[src/pdwl_defs.vh]
// constants for the peripheral disable write lock
`ifndef PDWL_DEFS_VH
`define PDWL_DEFS_VH

`define PDWL_LOCK_BIT      12
`define PDWL_ONEWAY_BIT    28
`define PDWL_LOCK_RST      1'b0
`define PDWL_DIS_W         32
`define PDWL_DIS_N         4
`define PDWL_IDX_W         2
`define PDWL_DIS_RST       32'h0000_0000

`endif

[src/pdwl_lock.v]
// write lock guarding the module disable registers
// Operation
// - lock active: writes to module disable registers rejected, contents kept
// - rejected write completes like normal; no error, no stall
// - lock lives in config control bit 12; sole source of write permission
// - lock one blocks disable writes; lock zero lets them update
// - lock bit changes only after an unlock sequence; others ignored
// - one-way option (config word3 bit 28) forbids clearing a set lock
// - one-way and locked: unlock has no effect, pin select writes refused
// - under one-way only device reset clears the lock
`include "pdwl_defs.vh"
`default_nettype none

module pdwl_lock (
   // clock and device reset
   input  wire                       mclk_i,
   input  wire                       rst_i,
   // config control writes and the unlock sequence
   input  wire                       cfg_wr_i,
   input  wire [31:0]                cfg_wdata_i,
   input  wire                       unlock_permit_i,
   input  wire [31:0]                device_config_word3_i,
   // module disable and pin select write requests
   input  wire                       dis_wr_i,
   input  wire [`PDWL_IDX_W-1:0]     dis_idx_i,
   input  wire [`PDWL_DIS_W-1:0]     dis_wdata_i,
   input  wire                       pin_select_wr_i,
   // lock status and write outcomes, all registered
   output reg                        disable_reg_lock_o,
   output reg                        unlock_open_o,
   output reg                        dis_wr_done_o,
   output reg                        dis_wr_rejected_o,
   output reg                        pin_select_wr_en_o,
   output wire [`PDWL_DIS_N*`PDWL_DIS_W-1:0] module_disable_regs_o
);

   // permit window states; dead parks a one-way lock that is stuck on
   localparam [1:0] PM_IDLE  = 2'h0;
   localparam [1:0] PM_ARMED = 2'h1;
   localparam [1:0] PM_DEAD  = 2'h2;

   // lock register state and its next value
   reg                      lock_r;
   reg                      lock_nxt;

   // unlock permit state machine
   reg  [1:0]               pm_state_r;
   reg  [1:0]               pm_state_nxt;

   // decoded conditions used by the processes below
   wire                     permit_armed;
   wire                     one_way;
   wire                     hard_locked;
   wire                     permit_arm;
   wire                     lock_wr;
   wire                     want_set;
   wire                     want_clr;
   wire                     dis_wr_ok;
   wire                     dis_wr_bad;
   wire                     pin_ok;
   wire [`PDWL_DIS_N-1:0]   one_hot;
   wire [`PDWL_DIS_N-1:0]   slot_sel;
   genvar                   g;

   // armed state is the only one that qualifies a lock write
   assign permit_armed = (pm_state_r == PM_ARMED);

   // one-way option sampled live; software is expected to keep it static
   assign one_way     = device_config_word3_i[`PDWL_ONEWAY_BIT];

   // one-way plus set lock: unlock and pin select both go dead
   assign hard_locked = one_way & lock_r;

   // an unlock completion only counts while the lock can still move
   assign permit_arm  = unlock_permit_i & ~hard_locked;

   // a lock write is qualified only by an already armed permit
   assign lock_wr     = cfg_wr_i & permit_armed;
   assign want_set    = lock_wr &  cfg_wdata_i[`PDWL_LOCK_BIT];
   assign want_clr    = lock_wr & ~cfg_wdata_i[`PDWL_LOCK_BIT];

   // the lock bit alone decides disable write permission
   assign dis_wr_ok   = dis_wr_i & ~lock_r;
   assign dis_wr_bad  = dis_wr_i &  lock_r;

   // pin select requests pass unless the lock is stuck on
   assign pin_ok      = pin_select_wr_i & ~hard_locked;

   // one select line per disable register; none when the write is refused
   assign one_hot  = {{(`PDWL_DIS_N-1){1'b0}}, 1'b1} << dis_idx_i;
   assign slot_sel = dis_wr_ok ? one_hot : {`PDWL_DIS_N{1'b0}};

   // permit stays armed until the next config write uses it up; an arm in
   // the same cycle wins, so a racing write cannot swallow a fresh permit
   always @* begin
      pm_state_nxt = pm_state_r;
      case (pm_state_r)
         PM_IDLE: begin
            if (permit_arm) begin
               pm_state_nxt = PM_ARMED;
            end else if (hard_locked) begin
               pm_state_nxt = PM_DEAD;
            end
         end
         PM_ARMED: begin
            if (permit_arm) begin
               pm_state_nxt = PM_ARMED;
            end else if (cfg_wr_i) begin
               pm_state_nxt = PM_IDLE;
            end
         end
         PM_DEAD: begin
            if (!hard_locked) begin
               pm_state_nxt = PM_IDLE;
            end
         end
         default: begin
            pm_state_nxt = PM_IDLE;
         end
      endcase
   end

   // permit state register, cleared by device reset
   always @(posedge mclk_i or posedge rst_i) begin
      if (rst_i) begin
         pm_state_r <= PM_IDLE;
      end else begin
         pm_state_r <= pm_state_nxt;
      end
   end

   // next lock value; a clear is barred once the one-way option is on
   always @* begin
      lock_nxt = lock_r;
      if (want_set) begin
         lock_nxt = 1'b1;
      end else if (want_clr && !one_way) begin
         lock_nxt = 1'b0;
      end
   end

   // only reset drops a one-way lock
   always @(posedge mclk_i or posedge rst_i) begin
      if (rst_i) begin
         lock_r <= `PDWL_LOCK_RST;
      end else begin
         lock_r <= lock_nxt;
      end
   end

   // every disable write completes; the lock only decides whether it lands
   always @(posedge mclk_i or posedge rst_i) begin
      if (rst_i) begin
         dis_wr_done_o     <= 1'b0;
         dis_wr_rejected_o <= 1'b0;
      end else begin
         dis_wr_done_o     <= dis_wr_i;
         dis_wr_rejected_o <= dis_wr_bad;
      end
   end

   // one storage slot per disable register, reg0 in the low bits
   generate
      for (g = 0; g < `PDWL_DIS_N; g = g + 1) begin : dis_slot
         pdwl_dis_slot pdwl_dis_slot_i (
            .mclk_i  (mclk_i),
            .rst_i   (rst_i),
            .wr_en_i (slot_sel[g]),
            .wdata_i (dis_wdata_i),
            .q_o     (module_disable_regs_o[g*`PDWL_DIS_W +: `PDWL_DIS_W])
         );
      end
   endgenerate

   // lock status mirrors the next lock value, so it agrees with lock_r
   always @(posedge mclk_i or posedge rst_i) begin
      if (rst_i) begin
         disable_reg_lock_o <= 1'b0;
      end else begin
         disable_reg_lock_o <= lock_nxt;
      end
   end

   // permit status lags the internal window by one cycle
   always @(posedge mclk_i or posedge rst_i) begin
      if (rst_i) begin
         unlock_open_o <= 1'b0;
      end else begin
         unlock_open_o <= permit_armed;
      end
   end

   // pin select grant, dead while the one-way lock is stuck on
   always @(posedge mclk_i or posedge rst_i) begin
      if (rst_i) begin
         pin_select_wr_en_o <= 1'b0;
      end else begin
         pin_select_wr_en_o <= pin_ok;
      end
   end

endmodule

// one module disable register; it sees only writes the lock let through
module pdwl_dis_slot #(
   parameter [`PDWL_DIS_W-1:0] RST_VAL = `PDWL_DIS_RST
) (
   input  wire                   mclk_i,
   input  wire                   rst_i,
   input  wire                   wr_en_i,
   input  wire [`PDWL_DIS_W-1:0] wdata_i,
   output reg  [`PDWL_DIS_W-1:0] q_o
);

   // refused writes never reach here, so the stored value simply holds
   always @(posedge mclk_i or posedge rst_i) begin
      if (rst_i) begin
         q_o <= RST_VAL;
      end else if (wr_en_i) begin
         q_o <= wdata_i;
      end
   end

endmodule

`default_nettype wire

[config.mk]
export PLATFORM = sky130hd
export DESIGN_NAME = pdwl_lock
export DESIGN_NICKNAME = d
export VERILOG_FILES = /design/src/pdwl_lock.v
export VERILOG_INCLUDE_DIRS = /design/src
export SDC_FILE = /design/constraint.sdc
export NUM_CORES = 1
export LEC_CHECK = 0
export BUFFER_PORTS_ARGS = -buffer_cell sky130_fd_sc_hd__buf_2
export CAP_MARGIN = 10
export CELL_PAD_IN_SITES_DETAIL_PLACEMENT = 1
export CELL_PAD_IN_SITES_GLOBAL_PLACEMENT = 2
export CORE_ASPECT_RATIO = 0.7
export CORE_MARGIN = 10
export CORE_UTILIZATION = 28
export CTS_BUF_LIST = sky130_fd_sc_hd__clkbuf_8
export CTS_CLUSTER_DIAMETER = 60
export CTS_CLUSTER_SIZE = 10
export DETAILED_ROUTE_END_ITERATION = 16
export MAX_ROUTING_LAYER = met4
export PLACE_DENSITY = 0.75
export REMOVE_ABC_BUFFERS = 1
export SKIP_LAST_GASP = 1
export SLEW_MARGIN = 20
export SYNTH_ARGS = -nofsm -noshare
export SYNTH_HDL_FRONTEND = slang
export SYNTH_SLANG_ARGS = --single-unit
[constraint.sdc]
create_clock -name mclk_i -period 4.5 [get_ports mclk_i]
set_clock_uncertainty 0.15 [all_clocks]
set_input_delay 0.9 -clock mclk_i [delete_from_list [all_inputs] [get_ports mclk_i]]
set_output_delay 0.9 -clock mclk_i [all_outputs]
set_load 0.005 [all_outputs]
# Yosys cells after proc, flatten, opt, wreduce, memory -nomap -nowiden
# Cells that the tools add are included.
# word_totals
register_bits,135
in_bits,104
out_inout_bits,133
wordCells,41
# classes
eq_ne,5
shift,1
n_mux,9
bitwise_logic,11
reduce_logical,5
# op_table
op,count
$mux 2,5
$and 1x1->1,8
$pmux 2 s3,1
$mux 4,1
$shl 1x2->4 const A,1
$ne 3x2->1 const B,1
$ne 3x3->1 const B,1
$not 1->1,3
$reduce_and 3->1,1
$eq 2x1->1 const B,1
$eq 2x2->1 const B,1
$logic_not 2->1,1
$mux 1,2
$ne 2x2->1 const B,1
$reduce_bool 2->1,1
$logic_and 1x1->1,1
$logic_not 1->1,1

# Logic depth before layout (Yosys ltp)
# logic_depth
ltp_word,6
mapped_depth,4

# Cells and area by module
# A second synthesis with hierarchy kept.
# unflattened
hier_cells,298
hier_area_um2,5691.7
# modules_own_cells
mod,instances,cells_per_inst,area_per_inst_um2,seq_area_each_um2
pdwl_dis_slot,4,69,1348.8,800.8
pdwl_lock,1,22,296.5,175.2

# Least setup slack after synthesis
# No wires, ideal clock.
# synth_path
path_kind,input port to flip-flop
startpoint,input dis_idx_i[0]
endpoint,register dis_slot[0].pdwl_dis_slot_i.q_o[10]
setup_ns,0.125
arrival_time_ns,1.823
required_ns,4.225
setup_slack_ns,2.402
cell_stages,3
path_buffers,1
cell_sequence,nor4b_4 > buf_6 > mux2_2
# synth_via
elab_chain_len,2
# synth_lines
element,line,source
start: declaration,pdwl_lock.v:25,"input wire [`PDWL_IDX_W-1:0] dis_idx_i,"
$shl 1x2->4,pdwl_lock.v:90,"assign one_hot = {{(`PDWL_DIS_N-1){1'b0}}, 1'b1} << dis_idx_i;"
$mux 4,pdwl_lock.v:91,assign slot_sel = dis_wr_ok ? one_hot : {`PDWL_DIS_N{1'b0}};
end signal: assignment,pdwl_lock.v:220,q_o <= wdata_i;
end: declaration,pdwl_lock.v:212,output reg [`PDWL_DIS_W-1:0] q_o
# Every way passes these cells.
# A chain may end at the register's enable or synchronous reset.

# Final worst setup path
# layout_path
startpoint,input dis_wr_i
endpoint,register dis_slot[2].pdwl_dis_slot_i.q_o[6]
# layout_via
elab_chain_len,2
# layout_lines
element,line,source
start: declaration,pdwl_lock.v:24,"input wire dis_wr_i,"
$and 1x1->1,pdwl_lock.v:83,assign dis_wr_ok = dis_wr_i & ~lock_r;
$mux 4,pdwl_lock.v:91,
end signal: assignment,pdwl_lock.v:220,
end: declaration,pdwl_lock.v:212,
# Every way passes these cells.

==> flow_metrics.tcl <==
set metrics [dict create \
    status "complete, no violations" \
    die_w_um 181 \
    clock_sinks 135 \
    synthDistinctLibCells 18 \
    cts-root-buf "clkbuf_8" \
    grt_usage 0.125 \
    via_per_inst 4.40 \
    initial_core_util 0.283 \
    firstDrtPassIters 4 \
    numCtsBuffers 17 \
    clk_latency_ns 0.42 \
    yosys.area_share.xor_xnor 0 \
    ant_nets 0 \
    worstPathRequired_ns 4.66 \
    ctsResizeCount 0 \
    fp.dieH_um 133 \
    grt_max_degree 83 \
    yosysSeqAreaShare 0.664 \
    synthAdderAreaFrac 0 \
    routed_wl_um 14600 \
    finalCritPeriodShare 0.547 \
    cts.clk_slew.worst_paths_ns 0.07 \
    port_buffers 174 \
    instances_no_fill 728 \
    dp_cells 695 \
    post-dp-hpwl_um 10600 \
    via_count 3200 \
    max_stage_delay_ns 0.82 \
    powerDensity_mw_per_mm2 699 \
    synth.avg_cell_area_um2 17.4 \
    synthMuxAreaShare 0.283 \
    clock.fmax_mhz 406 \
    postLayoutCoreUtil 0.369 \
    ios 237 \
    wl_met3_um 1040 \
    slew_violations 0 \
    n_fill_cell 1934 \
    hold_violations 0 \
    top_layer "met4" \
    tightest_slew_ns 0.996 \
    wl_met1_um 6660 \
    critPathKind "in -> reg" \
    synth_top_family_by_area "multiplexers" \
    route.met2.wl_um 6730 \
    worstPathCellList "buf_2, nor4bb_4, buf_4, mux2_2" \
    drtIter0Drc 162 \
    leakage_nw 3.16 \
    cpMaxStageDelayCell "nor4bb_4" \
    min_path_type "reg -> reg" \
    rsz0062_at_grt "no" \
    start_kind "input port" \
    grt_pass1_wl_um 22600 \
    rows 41 \
    cts_setup_buffers 0 \
    dieArea_mm2 0.0241 \
    crit_arrival_ns 2.62 \
    crit_buf_inv 2 \
    syn_inst 292 \
    path_delay_family "simple AND/OR/NAND/NOR gates" \
    crit_fanout 13 \
    ir_drop_mv 0.272 \
    setup_viol 0 \
    num-nets-final 582 \
    maxCapViolCount 0 \
    cts_hold_buf 0 \
    gp_congestion 0.738 \
    ys_seq_elements 135 \
    fin_crit_ns 2.46 \
    synth-simple-area-share 0.0202 \
    drive_gt1_frac 0.676 \
    grt_pass1_vias 3831 \
    wl_per_cell_um 20.0 \
    yosysWarnings 0 \
    core_area_mm2 0.0180 \
    cts_max_level 4 \
    synth_compound_area_frac 0.00492 \
    area_growth_pct 30.2 \
    cp-end-kind "register" \
    antenna_found_initial 1 \
    relSlewSlack 0.335 \
    netlist_area_mm2 0.00509 \
    clockBufferDepth 2 \
    drc 0 \
    cts_tree "built" \
    overflow 0 \
]
-- through the flow --
stage | area, um2 | total power, mW | setup TNS (ns) | setup WS [ns] | hold slack, ns
final | 6630 | 4.63 | 0 | 2.04 | 0.323
after global routing | 6630 | 4.97 | 0 | 1.92 | 0.349
after CTS | 6620 | 4.74 | 0 | 1.97 | 0.318
after detailed placement | 6230 | 3.71 | 0 | 1.48 | 0.308
after global placement | 6230 | 3.61 | 0 | 1.48 | 0.277
after floorplan | 4950 | 2.75 | -40.54 | -0.320 | 0.264
-- power breakdown --
part / internal (mW) / switching, mW / leakage (nW)
Clock: 0.510 / 0.491 / 0.192
Combinational: 0.855 / 0.629 / 1.35
Sequential: 1.81 / 0.337 / 1.62
-- layout make-up --
| cell class | instances | area, um2 | area share |
|---|---|---|---|
| multi-input combinational | 142 | 1600 | 0.241 |
| timing repair buffer | 181 | 948 | 0.143 |
| tap | 236 | 295 | 0.0445 |
| antenna | 1 | 2.50 | 0.000378 |
| clock buffer | 18 | 248 | 0.0374 |
| sequential | 135 | 3380 | 0.510 |
| clock inverter | 14 | 149 | 0.0225 |
| inverter | 1 | 8.76 | 0.00132 |
-- flip-flops by register name (all words and copies together) (netlist names) --
name,cells
dis_slot.pdwl_dis_slot_i.q_o,128
unlock_open_o,1
pm_state_r,2
dis_wr_rejected_o,1
pin_select_wr_en_o,1
disable_reg_lock_o,1
dis_wr_done_o,1
-- final timing paths --
check	slack (ns)	cells past startpoint	to	startpoint
worst max register to register	2.10	3	dis_slot[2].pdwl_dis_slot_i.q_o[6]	disable_reg_lock_o
worst min-delay path	0.32	1	pm_state_r[0]	pm_state_r[1]
worst max-delay path	2.04	4	dis_slot[2].pdwl_dis_slot_i.q_o[6]	dis_wr_i
min in group asynchronous	0.43	2	dis_slot[3].pdwl_dis_slot_i.q_o[14]	rst_i
max in group asynchronous	3.00	3	dis_slot[1].pdwl_dis_slot_i.q_o[15]	rst_i
worst min register to register	0.32	1	pm_state_r[0]	pm_state_r[1]
-- synth_stat cells --
cell | n | area [um2]
a21bo_2 | 1 | 10.0
a21oi_1 | 1 | 5.00
a32o_1 | 1 | 10.0
and2_1 | 2 | 12.5
buf_4 | 5 | 37.5
buf_6 | 9 | 101
dfrtp_1 | 135 | 3380
inv_1 | 1 | 3.75
mux2_1 | 15 | 169
mux2_2 | 113 | 1270
nand2_1 | 1 | 3.75
nand2b_1 | 1 | 6.26
nand4b_2 | 1 | 15.0
nand4bb_1 | 1 | 11.3
nor2_1 | 1 | 3.75
nor2b_1 | 1 | 6.26
nor4b_4 | 1 | 23.8
nor4bb_1 | 2 | 20.0
-- per-layer routing --
layer  vias up  track usage
met1      1669        0.150
met3        11       0.0509
met5         -            -
met4         0       0.0379
met2       112        0.188
li1       1408            -
-- kinds of logic (layout without fill, tap and decap cells) --
group                  count (synthesis)  in the layout
other                                  0              1
buffers and inverters                 15            214
and+or+nand+nor                       11             11
DFF                                  135            135
AOI/OAI and AO/OA                      3              3
muxes                                128            128
-- placed cells by master, fill, tap and decap left out, types with 2 or more instances in the layout --
cell,n
mux2_2,113
clkbuf_8,18
nor4bb_4,2
mux2_1,15
clkinvlp_4,4
clkinv_4,2
buf_12,2
buf_2,174
clkinv_2,3
buf_4,5
inv_6,4
dfrtp_1,135
bufinv_16,2
and2_1,2
Power figures use the tool's default switching activity.
